### config.mk
export PLATFORM = sky130hd
export DESIGN_NAME = emg_top
export DESIGN_NICKNAME = d
export VERILOG_FILES = /design/src/rtl/emg_fifo.v /design/src/rtl/emg_top.v
export VERILOG_INCLUDE_DIRS = /design/src /design/src/rtl
export SDC_FILE = /design/constraint.sdc
export NUM_CORES = 1
export LEC_CHECK = 0
export BUFFER_PORTS_ARGS = -buffer_cell sky130_fd_sc_hd__buf_2
export CORE_MARGIN = 2
export CORE_UTILIZATION = 60
export CTS_BUF_LIST = sky130_fd_sc_hd__clkbuf_4 sky130_fd_sc_hd__clkbuf_8
export DETAILED_ROUTE_END_ITERATION = 6
export PLACE_DENSITY = 0.87
export SYNTH_ARGS = -nofsm -noshare
export SYNTH_HDL_FRONTEND = slang
export SYNTH_SLANG_ARGS = --single-unit
export TNS_END_PERCENT = 1
### constraint.sdc
create_clock -name mclk -period 3.4 [get_ports mclk]
set_input_delay 0.17 -clock mclk [delete_from_list [all_inputs] [get_ports mclk]]
set_output_delay 0.17 -clock mclk [all_outputs]
set_load 0.02 [all_outputs]
### src/rtl/emg_defs.vh
// Constants for the receive mask and transmit gap block.
// Assumes inclusion by bare name from the design files under rtl/.
`ifndef EMG_DEFS_VH
`define EMG_DEFS_VH
`define EMG_OFS_MASK_LO 8'h00
`define EMG_OFS_MASK_HI 8'h10
`define EMG_OFS_GAP 8'h20
`define EMG_OFS_CTRL 8'h30
`define EMG_OFS_STAT 8'h40
`define EMG_ALIAS_CLR 2'h1
`define EMG_ALIAS_SET 2'h2
`define EMG_ALIAS_INV 2'h3
`define EMG_GAP_W 7
`define EMG_GAP_RST 7'h12
`define EMG_MASK_RST 32'h0000_0000
`define EMG_CTRL_RECEIVE_ENABLE_BIT_BIT 0
`define EMG_CTRL_PMSEL_LSB 8
`define EMG_CTRL_PMSEL_MSB 11
`define EMG_CTRL_FDX_BIT 16
`define EMG_NIB_CYC 2
`endif

### src/rtl/emg_fifo.v
// Small synchronous FIFO with valid and ready on both sides.
// Assumes one clock and a synchronous active-high reset.
`timescale 1ns/100ps
module emg_fifo #(
	parameter WIDTH = 9,
	parameter DEPTH = 4,
	parameter AW = 2
) (
	input wire mclk,
	input wire rst,
	input wire [WIDTH-1:0] in_data,
	input wire in_valid,
	output wire in_ready,
	output wire [WIDTH-1:0] out_data,
	output wire out_valid,
	input wire out_ready
);
	reg [WIDTH-1:0] mem [0:DEPTH-1];
	reg [AW-1:0] wr_ptr_ff;
	reg [AW-1:0] rd_ptr_ff;
	reg [AW:0] count_ff;
	reg ready_ff;
	wire push;
	wire pop;
	wire [AW:0] nxt_count;

	// Ready is a flop loaded from the next occupancy; empty comes from the count.
	assign in_ready = ready_ff;
	assign out_valid = (count_ff != {(AW+1){1'b0}});
	assign out_data = mem[rd_ptr_ff];
	assign push = in_valid && in_ready;
	assign pop = out_valid && out_ready;
	assign nxt_count = (push && !pop) ? count_ff + 1'b1
		: ((pop && !push) ? count_ff - 1'b1 : count_ff);

	// Storage is written without reset; only the pointers, count and ready need a defined value.
	always @(posedge mclk) begin
		if (push) begin
			mem[wr_ptr_ff] <= in_data;
		end
	end

	// Pointers wrap at DEPTH, which must be a power of two.
	always @(posedge mclk) begin
		if (rst) begin
			wr_ptr_ff <= {AW{1'b0}};
			rd_ptr_ff <= {AW{1'b0}};
			count_ff <= {(AW+1){1'b0}};
			ready_ff <= 1'b1;
		end else begin
			if (push) begin
				wr_ptr_ff <= wr_ptr_ff + 1'b1;
			end
			if (pop) begin
				rd_ptr_ff <= rd_ptr_ff + 1'b1;
			end
			count_ff <= nxt_count;
			ready_ff <= (nxt_count != DEPTH[AW:0]);
		end
	end
endmodule // emg_fifo

### src/rtl/emg_top.v
// Receive pattern mask registers, transmit back-to-back gap and its bus slave.
// Assumes an Avalon-MM master on mclk, a transmit byte stream from the MAC
// core and a receive byte window from the receive filter.
//
// The Avalon-MM slave port and the register offsets were chosen for this implementation.
`timescale 1ns/100ps
`include "emg_defs.vh"

// Notes on behaviour
// Mask of 64 bits over two registers; byte 0 low, byte 7 at top.
// Mask steers receive matching only; transmit never looks at it.
// Software changes the mask only when receive is off or matching off.
// Gap field is seven bits, resets to 0x12, upper bits read zero.
// Each packet start waits at least the programmed gap in nibble times.
// Software programs the wanted gap minus 3 full duplex, minus 6 half.
// Recommended settings are 0x15 full duplex and 0x12 half duplex.
// Sixteen and 32-bit accesses work, aliases too; byte accesses are ignored.
// Clear, set and invert aliases sit at plus 0x4, 0x8 and 0xC.
// Mask bit 8n lets byte n of the window take part in matching.
module emg_top #(
	parameter NIB_CYC = `EMG_NIB_CYC
) (
	input wire mclk,
	input wire rst,
	input wire [7:0] avs_address,
	input wire avs_read,
	input wire avs_write,
	input wire [31:0] avs_writedata,
	input wire [3:0] avs_byteenable,
	output reg [31:0] avs_readdata,
	output reg avs_waitrequest,
	input wire [7:0] tx_in_data,
	input wire tx_in_last,
	input wire tx_in_valid,
	output wire tx_in_ready,
	output reg [3:0] tx_nibble,
	output reg tx_en,
	input wire [63:0] rx_window,
	input wire [63:0] rx_pattern,
	input wire rx_window_valid,
	output reg rx_match,
	output reg rx_match_valid,
	output reg receive_enable_bit,
	output reg [3:0] pattern_match_select
);
	reg [31:0] mask_lo_ff;
	reg [31:0] mask_hi_ff;
	reg [6:0] gap_ff;
	reg [31:0] ctrl_ff;
	reg done_ff;
	reg [31:0] nxt_reg;
	reg [31:0] old_val;
	reg [31:0] rd_val;
	reg hit;
	wire [63:0] pattern_mask;
	wire [1:0] alias_sel;
	wire [7:0] base_addr;
	wire size_ok;
	wire wr_go;

	// Byte enable decode shared by read and write; one lane alone is a byte access.
	function lanes_ok;
		input [3:0] be;
		begin
			lanes_ok = (be == 4'b1111) || (be == 4'b0011) || (be == 4'b1100);
		end
	endfunction

	// Expand byte enables to a bit mask so a 16-bit write touches only its half.
	function [31:0] lane_bits;
		input [3:0] be;
		begin
			lane_bits = {{8{be[3]}}, {8{be[2]}}, {8{be[1]}}, {8{be[0]}}};
		end
	endfunction

	assign pattern_mask = {mask_hi_ff, mask_lo_ff};
	assign alias_sel = avs_address[3:2];
	assign base_addr = {avs_address[7:4], 4'h0};
	assign size_ok = lanes_ok(avs_byteenable);
	assign wr_go = avs_write && done_ff && size_ok;

	// Select the current value of the addressed register.
	always @* begin
		hit = 1'b1;
		old_val = 32'h0000_0000;
		case (base_addr)
			`EMG_OFS_MASK_LO: old_val = mask_lo_ff;
			`EMG_OFS_MASK_HI: old_val = mask_hi_ff;
			`EMG_OFS_GAP: old_val = {25'h000_0000, gap_ff};
			`EMG_OFS_CTRL: old_val = ctrl_ff;
			`EMG_OFS_STAT: old_val = {30'h0000_0000, tx_en, rx_match};
			default: hit = 1'b0;
		endcase
	end

	// Read data: aliases read the base register; byte reads give zero.
	always @* begin
		rd_val = 32'h0000_0000;
		if (hit && size_ok) begin
			rd_val = old_val;
		end
	end

	// Compute the written value through the plain, clear, set or invert alias.
	always @* begin
		case (alias_sel)
			`EMG_ALIAS_CLR: nxt_reg = old_val & ~(avs_writedata & lane_bits(avs_byteenable));
			`EMG_ALIAS_SET: nxt_reg = old_val | (avs_writedata & lane_bits(avs_byteenable));
			`EMG_ALIAS_INV: nxt_reg = old_val ^ (avs_writedata & lane_bits(avs_byteenable));
			default: nxt_reg = (old_val & ~lane_bits(avs_byteenable))
				| (avs_writedata & lane_bits(avs_byteenable));
		endcase
	end

	// Every access answers after one wait cycle; done_ff marks the answer edge.
	always @(posedge mclk) begin
		if (rst) begin
			done_ff <= 1'b0;
			avs_waitrequest <= 1'b1;
			avs_readdata <= 32'h0000_0000;
		end else begin
			done_ff <= (avs_read || avs_write) && !done_ff;
			avs_waitrequest <= !((avs_read || avs_write) && !done_ff);
			if (avs_read && !done_ff) begin
				avs_readdata <= rd_val;
			end
		end
	end

	// Register writes land at the answer edge; byte and unmapped writes change nothing.
	always @(posedge mclk) begin
		if (rst) begin
			mask_lo_ff <= `EMG_MASK_RST;
			mask_hi_ff <= `EMG_MASK_RST;
			gap_ff <= `EMG_GAP_RST;
			ctrl_ff <= 32'h0000_0000;
		end else if (wr_go) begin
			case (base_addr)
				`EMG_OFS_MASK_LO: mask_lo_ff <= nxt_reg;
				`EMG_OFS_MASK_HI: mask_hi_ff <= nxt_reg;
				`EMG_OFS_GAP: gap_ff <= nxt_reg[6:0];
				`EMG_OFS_CTRL: ctrl_ff <= nxt_reg;
				default: ctrl_ff <= ctrl_ff;
			endcase
		end
	end

	// Control bits leave the block as registered levels.
	always @(posedge mclk) begin
		if (rst) begin
			receive_enable_bit <= 1'b0;
			pattern_match_select <= 4'h0;
		end else begin
			receive_enable_bit <= ctrl_ff[`EMG_CTRL_RECEIVE_ENABLE_BIT_BIT];
			pattern_match_select <= ctrl_ff[`EMG_CTRL_PMSEL_MSB:`EMG_CTRL_PMSEL_LSB];
		end
	end

	// Receive match: masked bytes compare window against pattern.
	reg all_eq;
	integer i;
	always @* begin
		all_eq = 1'b1;
		for (i = 0; i < 8; i = i + 1) begin
			if (pattern_mask[i*8] && (rx_window[i*8 +: 8] != rx_pattern[i*8 +: 8])) begin
				all_eq = 1'b0;
			end
		end
	end

	// Results are flagged valid only while receive is on and a match mode is chosen.
	always @(posedge mclk) begin
		if (rst) begin
			rx_match <= 1'b0;
			rx_match_valid <= 1'b0;
		end else begin
			rx_match_valid <= rx_window_valid && receive_enable_bit
				&& (pattern_match_select != 4'h0);
			if (rx_window_valid) begin
				rx_match <= all_eq;
			end
		end
	end

	// Transmit path: FIFO of 4 bytes with a last flag feeds the nibble sender.
	wire [8:0] fifo_data;
	wire fifo_valid;
	reg fifo_pop;
	emg_fifo #(
		.WIDTH(9),
		.DEPTH(4),
		.AW(2)
	) u_fifo (
		.mclk(mclk),
		.rst(rst),
		.in_data({tx_in_last, tx_in_data}),
		.in_valid(tx_in_valid),
		.in_ready(tx_in_ready),
		.out_data(fifo_data),
		.out_valid(fifo_valid),
		.out_ready(fifo_pop)
	);

	localparam ST_GAP = 2'd0;
	localparam ST_IDLE = 2'd1;
	localparam ST_LO = 2'd2;
	localparam ST_HI = 2'd3;
	reg [1:0] st_ff;
	reg [1:0] nxt_st;
	reg [7:0] nib_cnt_ff;
	reg [7:0] cyc_cnt_ff;
	reg [7:0] gap_goal;
	reg last_ff;
	wire nib_tick;

	// The gap is taken from the register alone; the mask plays no part.
	always @* begin
		gap_goal = {1'b0, gap_ff};
	end

	assign nib_tick = (cyc_cnt_ff == NIB_CYC[7:0] - 8'd1);

	// Cycle divider producing one tick per nibble time.
	always @(posedge mclk) begin
		if (rst || nib_tick) begin
			cyc_cnt_ff <= 8'h00;
		end else begin
			cyc_cnt_ff <= cyc_cnt_ff + 8'd1;
		end
	end

	// Next state: start only after the gap has run, send low nibble first.
	always @* begin
		nxt_st = st_ff;
		fifo_pop = 1'b0;
		case (st_ff)
			ST_GAP: begin
				if (nib_tick && nib_cnt_ff >= gap_goal) begin
					nxt_st = ST_IDLE;
				end
			end
			ST_IDLE: begin
				if (nib_tick && fifo_valid) begin
					nxt_st = ST_LO;
				end
			end
			ST_LO: begin
				// The byte leaves the buffer as its high nibble is loaded, so the
				// buffer head is already the next byte when the high nibble ends.
				if (nib_tick) begin
					fifo_pop = 1'b1;
					nxt_st = ST_HI;
				end
			end
			ST_HI: begin
				// An empty buffer in mid-packet cuts the frame rather than repeat data.
				if (nib_tick) begin
					if (last_ff || !fifo_valid) begin
						nxt_st = ST_GAP;
					end else begin
						nxt_st = ST_LO;
					end
				end
			end
			default: nxt_st = ST_GAP;
		endcase
	end

	// Transmit state, nibble output and gap counter.
	always @(posedge mclk) begin
		if (rst) begin
			st_ff <= ST_GAP;
			nib_cnt_ff <= 8'h00;
			last_ff <= 1'b0;
			tx_en <= 1'b0;
			tx_nibble <= 4'h0;
		end else begin
			st_ff <= nxt_st;
			if (st_ff != ST_GAP) begin
				nib_cnt_ff <= 8'h00;
			end else if (nib_tick && nib_cnt_ff != 8'hff) begin
				nib_cnt_ff <= nib_cnt_ff + 8'd1;
			end
			tx_en <= (nxt_st == ST_LO) || (nxt_st == ST_HI);
			// The last flag of the byte being sent is kept once it leaves the buffer.
			if (fifo_pop) begin
				last_ff <= fifo_data[8];
			end
			// A nibble loads only on a change of state, so it holds for a whole
			// nibble time even though the buffer head moves on meanwhile.
			if (nxt_st != st_ff) begin
				if (nxt_st == ST_LO) begin
					tx_nibble <= fifo_data[3:0];
				end else if (nxt_st == ST_HI) begin
					tx_nibble <= fifo_data[7:4];
				end else begin
					tx_nibble <= 4'h0;
				end
			end
		end
	end
endmodule // emg_top

* Yosys cells after proc, flatten, opt, wreduce, memory -nomap -nowiden
Memories as Yosys holds them, arrays and structs flattened. A register that Yosys moved wholly into a read port is not among the register bits. Cells that the tools add are included.
Word-level totals: register bits after elaboration 176, input bits 187, memories 1, memory bits (writable) 36
Cells by class: $lt $le $gt $ge 1, reduce and logical (&&, ||, !) cells 44, muxes and demuxes 28, bitwise logic cells 8, equal/unequal tests 27, add/sub/neg operators 6
Memory list:
- u_fifo.mem | words 4, width 9, rd ports 1, clocked after Yosys merged registers in 1, write ports 1, line emg_fifo.v:18 | reg [WIDTH-1:0] mem [0:DEPTH-1];
Operators with widths (count):
- $pmux W32 S5 | 1
- $and A32 B32 Y32 | 3
- $pmux W32 S3 | 1
- $ne A8 B8 Y1 | 8
- $not A32 Y32 | 2
- $or A32 B32 Y32 | 2
- $mux W32 | 1
- $xor A32 B32 Y32 | 1
- $logic_and A1 B1 Y1 | 22
- $add A8 B1 Y8 const B | 2
- $mux W2 | 7
- $mux W1 | 13
- $eq A2 B2 Y1 const B | 6
- $eq A4 B2 Y1 const B | 3
- $eq A4 B4 Y1 const B | 2
- $eq A8 B1 Y1 const B | 1
- $ge A8 B7 Y1 | 1
- $logic_not A8 Y1 | 1
- $mux W4 | 2
- $ne A8 B8 Y1 const B | 1
- $pmux W2 S4 | 1
- $reduce_and A2 Y1 | 4
- $logic_or A1 B1 Y1 | 6
- $mux W3 | 2
- other kinds (15) | 21

* Longest topological paths before layout
depth after elaboration 10, gate-level depth with buffers 12, mapped depth without buffers 10

* By module
A second synthesis with hierarchy kept.
Unflattened totals: cell total of the unflattened synthesis 1276, area total of the unflattened synthesis 11314.6 µm²
By module, submodules not included:
- emg_top | cells an instance 1168, times used 1, area an instance 9452.8 µm²
- emg_fifo | cells an instance 108, times used 1, area an instance 1861.8 µm²

* Least setup slack after synthesis
OpenSTA, ideal clock, no wires.
kind register to register, from reg cyc_cnt_ff[0], to reg u_fifo.count_ff[1], required time 3309 ps, setup slack 1261 ps, buffers on the path 0, arrival time 2048 ps, stages on the path, launching flop included 8, clock period less this slack 2139 ps, cells stage by stage dfxtp_1 ha_1 or3b_2 nor4b_4 or2_4 nand2_1 and3b_1 a311oi_1
On the way: word-level cells in the longest chain between the ends 7, elaborated cells on any way between the ends 9, those cells by class 1 x eq/ne; 4 x mux; 4 x reduce/logical
Ends and longest elaborated chain:
- from (decl) | line emg_top.v:212 | reg [7:0] cyc_cnt_ff;
- from (signal assigned) | line emg_top.v:229 | cyc_cnt_ff <= cyc_cnt_ff + 8'd1;
- $eq A8 B1 Y1 (*) | line emg_top.v:222 | assign nib_tick = (cyc_cnt_ff == NIB_CYC[7:0] - 8'd1);
- $mux W1 (*) | line emg_top.v:251 | if (nib_tick) begin
- $mux W1 (*) | line emg_top.v:237 | case (st_ff)
- $logic_and A1 B1 Y1 (*) | line emg_fifo.v:32 | assign pop = out_valid && out_ready;
- $logic_and A1 B1 Y1 / $logic_not A1 Y1 (equally long branches) | line emg_fifo.v:34, emg_fifo.v:33
- $mux W3 / $logic_and A1 B1 Y1 (equally long branches) | line emg_fifo.v:34, emg_fifo.v:33
- $mux W3 (*) | line emg_fifo.v:33 | assign nxt_count = (push && !pop) ? count_ff + 1'b1
- to (signal assigned) | line emg_fifo.v:48 | count_ff <= {(AW+1){1'b0}};
- to (signal assigned) | line emg_fifo.v:57 | count_ff <= nxt_count;
- to (decl) | line emg_fifo.v:21 | reg [AW:0] count_ff;
Mark *: on every way between the ends. The rest lies on a longest branch, timed or not. A chain may end at the register's enable or synchronous reset.

* Final worst setup path
from reg cyc_cnt_ff[0], to reg tx_nibble[2]
On the way: word-level cells in the longest chain between the ends 7, elaborated cells on any way between the ends 13, those cells by class 4 x eq/ne; 7 x mux; 2 x reduce/logical
Ends and longest elaborated chain:
- $eq A8 B1 Y1 (*) | line emg_top.v:222
- $logic_and A1 B1 Y1 (on tied branches) | line emg_top.v:244, emg_top.v:239
- $mux W2 (on tied branches) | line emg_top.v:244, emg_top.v:239
- $pmux W2 S4 (*) | line emg_top.v:237
- $eq A2 B2 Y1 | line emg_top.v:295 | end else if (nxt_st == ST_HI) begin
- $mux W4 | line emg_top.v:295
- $mux W4 | line emg_top.v:293 | if (nxt_st == ST_LO) begin
- to (signal assigned) | line emg_top.v:294 | tx_nibble <= fifo_data[3:0];
- to (signal assigned) | line emg_top.v:296 | tx_nibble <= fifo_data[7:4];
- to (decl) | line emg_top.v:36 | output reg [3:0] tx_nibble,
Marks and branches as above.

==> flow_summary.json <==
{
  "status": "finished, final reports clean",
  "design_area_mm2": 0.0128,
  "wl_per_cell_um": 18.5,
  "placement.cell_area_mm2": 0.0120,
  "synth_common_cells": "182 x nand2_1, 178 x dfxtp_1, 144 x o21ai_0",
  "ir_drop_v": 0.000468,
  "slowest_delay_ps": 790,
  "critPathSlowestCell": "a2111oi_0",
  "drive_gt1_frac": 0.261,
  "synth_top_area_frac": 0.335,
  "fillCellCount": 1200,
  "cts_inserted_buffers": 35,
  "tns_ps": 0,
  "drt-total-wl_mm": 30.1,
  "worstPathArrival_ps": 2860,
  "drtIter0Drc": 863,
  "cts_tree": "done",
  "hold_start": "avs_writedata[20]",
  "p_per_area_mw_per_mm2": 441,
  "r2r-end": "tx_nibble[2]",
  "ys_types": 61,
  "rsz0062_at_grt": "false",
  "finalHoldViolations": 0,
  "setup_slack_ps": 983,
  "synthTopCellsByArea": "dfxtp_1 34%, edfxtp_1 10%, o21ai_0 6.8%",
  "drt-pass1-iter-count": 5,
  "whs_path_depth": 4,
  "synth.most_common_cell": "nand2_1",
  "grt_first_pass_wirelength_mm": 47.2,
  "hold_path_class": "in -> reg",
  "gr-usage-met3": 0.0585,
  "required_ps": 3850,
  "io_pins": 233,
  "core-area_mm2": 0.0173,
  "synth_area_mm2": 0.0106,
  "antenna_found_initial": 1,
  "start_kind": "flip-flop",
  "hold_end": "mask_lo_ff[20]",
  "ys_seq_elements": 214,
  "ys_seq_area_frac": 0.437,
  "syn2layout_area_growth_pct": 20.5,
  "leakage_nw": 5.28,
  "min_period_ps": 2420,
  "post-place-ws_ps": 723,
  "fmax_ghz": 0.414,
  "synth_edf_count": 36,
  "grt_busiest_layer": "met2",
  "layout.nets": 1618,
  "die_y_um": 137,
  "yosysWarnings": 0,
  "grt_max_degree": 65,
  "worstPathMaxFanout": 6,
  "grt_util_met1": 0.379,
  "critical_path_class": "reg -> reg",
  "clkSlewWorstSetupHoldPaths_ps": 60,
  "end_kind": "flip-flop",
  "vias": 9856,
  "reg2reg_setup_slack_ps": 980,
  "setup_viol": 0,
  "root_buffer": "clkbuf_8",
  "drtAntennaViolNets": 0,
  "row_count": 48,
  "grt_remaining_overflow": 0,
  "rr_worst_depth": 7,
  "worst_clock_skew_ps": 42.3,
  "r2r_start": "cyc_cnt_ff[0]",
  "io_buffer_count": 230,
  "die_area_mm2": 0.0188,
  "grt_use_total": 0.318,
  "tightest_slew_ps": 1210,
  "drv_cap": 0,
  "cp_common_cell": "nand2_1",
  "drv_slew": 0,
  "finalCritPeriodShare": 0.711,
  "syn_avg_cell_area_um2": 9.19,
  "globalplace.congestion": 0.821,
  "clock_sinks": 214,
  "htree_levels": 2,
  "grt_pass1_vias": 9647,
  "synth_ff_type": "dfxtp_1",
  "gr-usage-met2": 0.560,
  "hpwl_mm": 19.8,
  "syn_nets": 1393,
  "clock_latency_ps": 530,
  "synth.largest_area_cell": "dfxtp_1",
  "start_util": 0.615,
  "route.detailed.drc": 0,
  "cts_buffer_depth": 3,
  "async_reset_ff_frac": 0,
  "die_w_um": 137,
  "synthCells": 1157,
  "slew_headroom": 0.194,
  "avgViaCountPerCell": 6.04,
  "path_cells": "ha_1 > nor3b_1 > nand2_1 > a2111oi_0 > o21ai_0 > nand2_1 > o2bb2ai_1"
}
## state kept, by name, summed over array words and instances (netlist names), 2 cells and up, named ones only
register	count
gap_ff	7
pattern_match_select	4
ctrl_ff	32
mask_lo_ff	32
avs_readdata	32
st_ff	2
u_fifo.count_ff	3
nib_cnt_ff	8
mask_hi_ff	32
u_fifo.wr_ptr_ff	2
cyc_cnt_ff	8
tx_nibble	4
u_fifo.rd_ptr_ff	2
u_fifo.mem	36
## critical path, delay by kind of cell (launching register included)
family                     cells  cell delay, ps
DFF                            1             420
AOI/OAI and AO/OA              3            1180
adders and majority gates      1             190
and+or+nand+nor                3             550
## cell type report
cell class | count | area (um2) | area share
Sequential cell | 214 | 4640 | 0.363
Antenna cell | 1 | 2.50 | 0.000195
Multi-Input combinational cell | 849 | 5650 | 0.441
Inverter | 18 | 67.6 | 0.00527
Tap cell | 225 | 282 | 0.0220
Clock inverter | 11 | 82.6 | 0.00645
Clock buffer | 50 | 644 | 0.0503
Timing Repair Buffer | 264 | 1440 | 0.112
## routing by layer
layer / wire length (um) / vias up / part of all wire
met1: 11700 / 4654 / 0.39
met5: 0 / - / 0
li1: - / 4603 / -
met4: 1060 / 0 / 0.035
met3: 2500 / 89 / 0.083
met2: 14800 / 510 / 0.49
## layout by cell type (no fill, tap or decap), types with 19 or more instances in the layout
master / instances
buf_2: 230
nand2_1: 182
dfxtp_1: 178
o21ai_0: 144
nor2_1: 83
xnor2_1: 71
a22oi_1: 57
ha_1: 49
clkbuf_8: 43
edfxtp_1: 36
a221oi_1: 31
a21o_1: 30
mux2_2: 26
buf_4: 21
nand4_1: 19
## metrics by stage
stage           util  power, mW  instances  hold WS [ps]
6_report       0.741       5.66       1632           138
5_1_grt        0.741       5.83       1632           176
4_1_cts        0.740       5.63       1631           135
3_5_place_dp   0.691       3.32       1557           389
3_3_place_gp   0.691       3.29       1557           383
2_1_floorplan      -       3.07       1157           269
## power breakdown
| part | switching [mW] | internal, mW |
|---|---|---|
| combinational | 0.377 | 0.280 |
| clock | 1.05 | 1.30 |
| sequential | 0.0289 | 2.62 |
## repair_timing
action	4_1_cts	5_1_grt
endpoints found under the hold margin	41	0
hold buffers	13	0
gates resized for setup	0	0
buffers inserted	0	0
## worst max path at each step
| stage | depth (start not counted) | to | startpoint |
|---|---|---|---|
| final | 7 | tx_nibble[2] | cyc_cnt_ff[0] |
| after global routing | 7 | tx_nibble[2] | cyc_cnt_ff[0] |
| after CTS | 7 | u_fifo.in_ready | cyc_cnt_ff[0] |
| after detailed placement | 10 | gap_ff[6] | avs_address[5] |
| after global placement | 10 | gap_ff[6] | avs_address[5] |
| after floorplan | 10 | gap_ff[0] | avs_address[4] |
## cells by family after synthesis
group	share of synthesized area
AOI/OAI and AO/OA	0.188
xor gates and xnor gates	0.0659
adders and majority gates	0.0577
buffers and inverters	0.0346
DFF	0.437
muxes	0.0621
and+or+nand+nor	0.155
No activity file was read; power rests on OpenSTA's default activity.
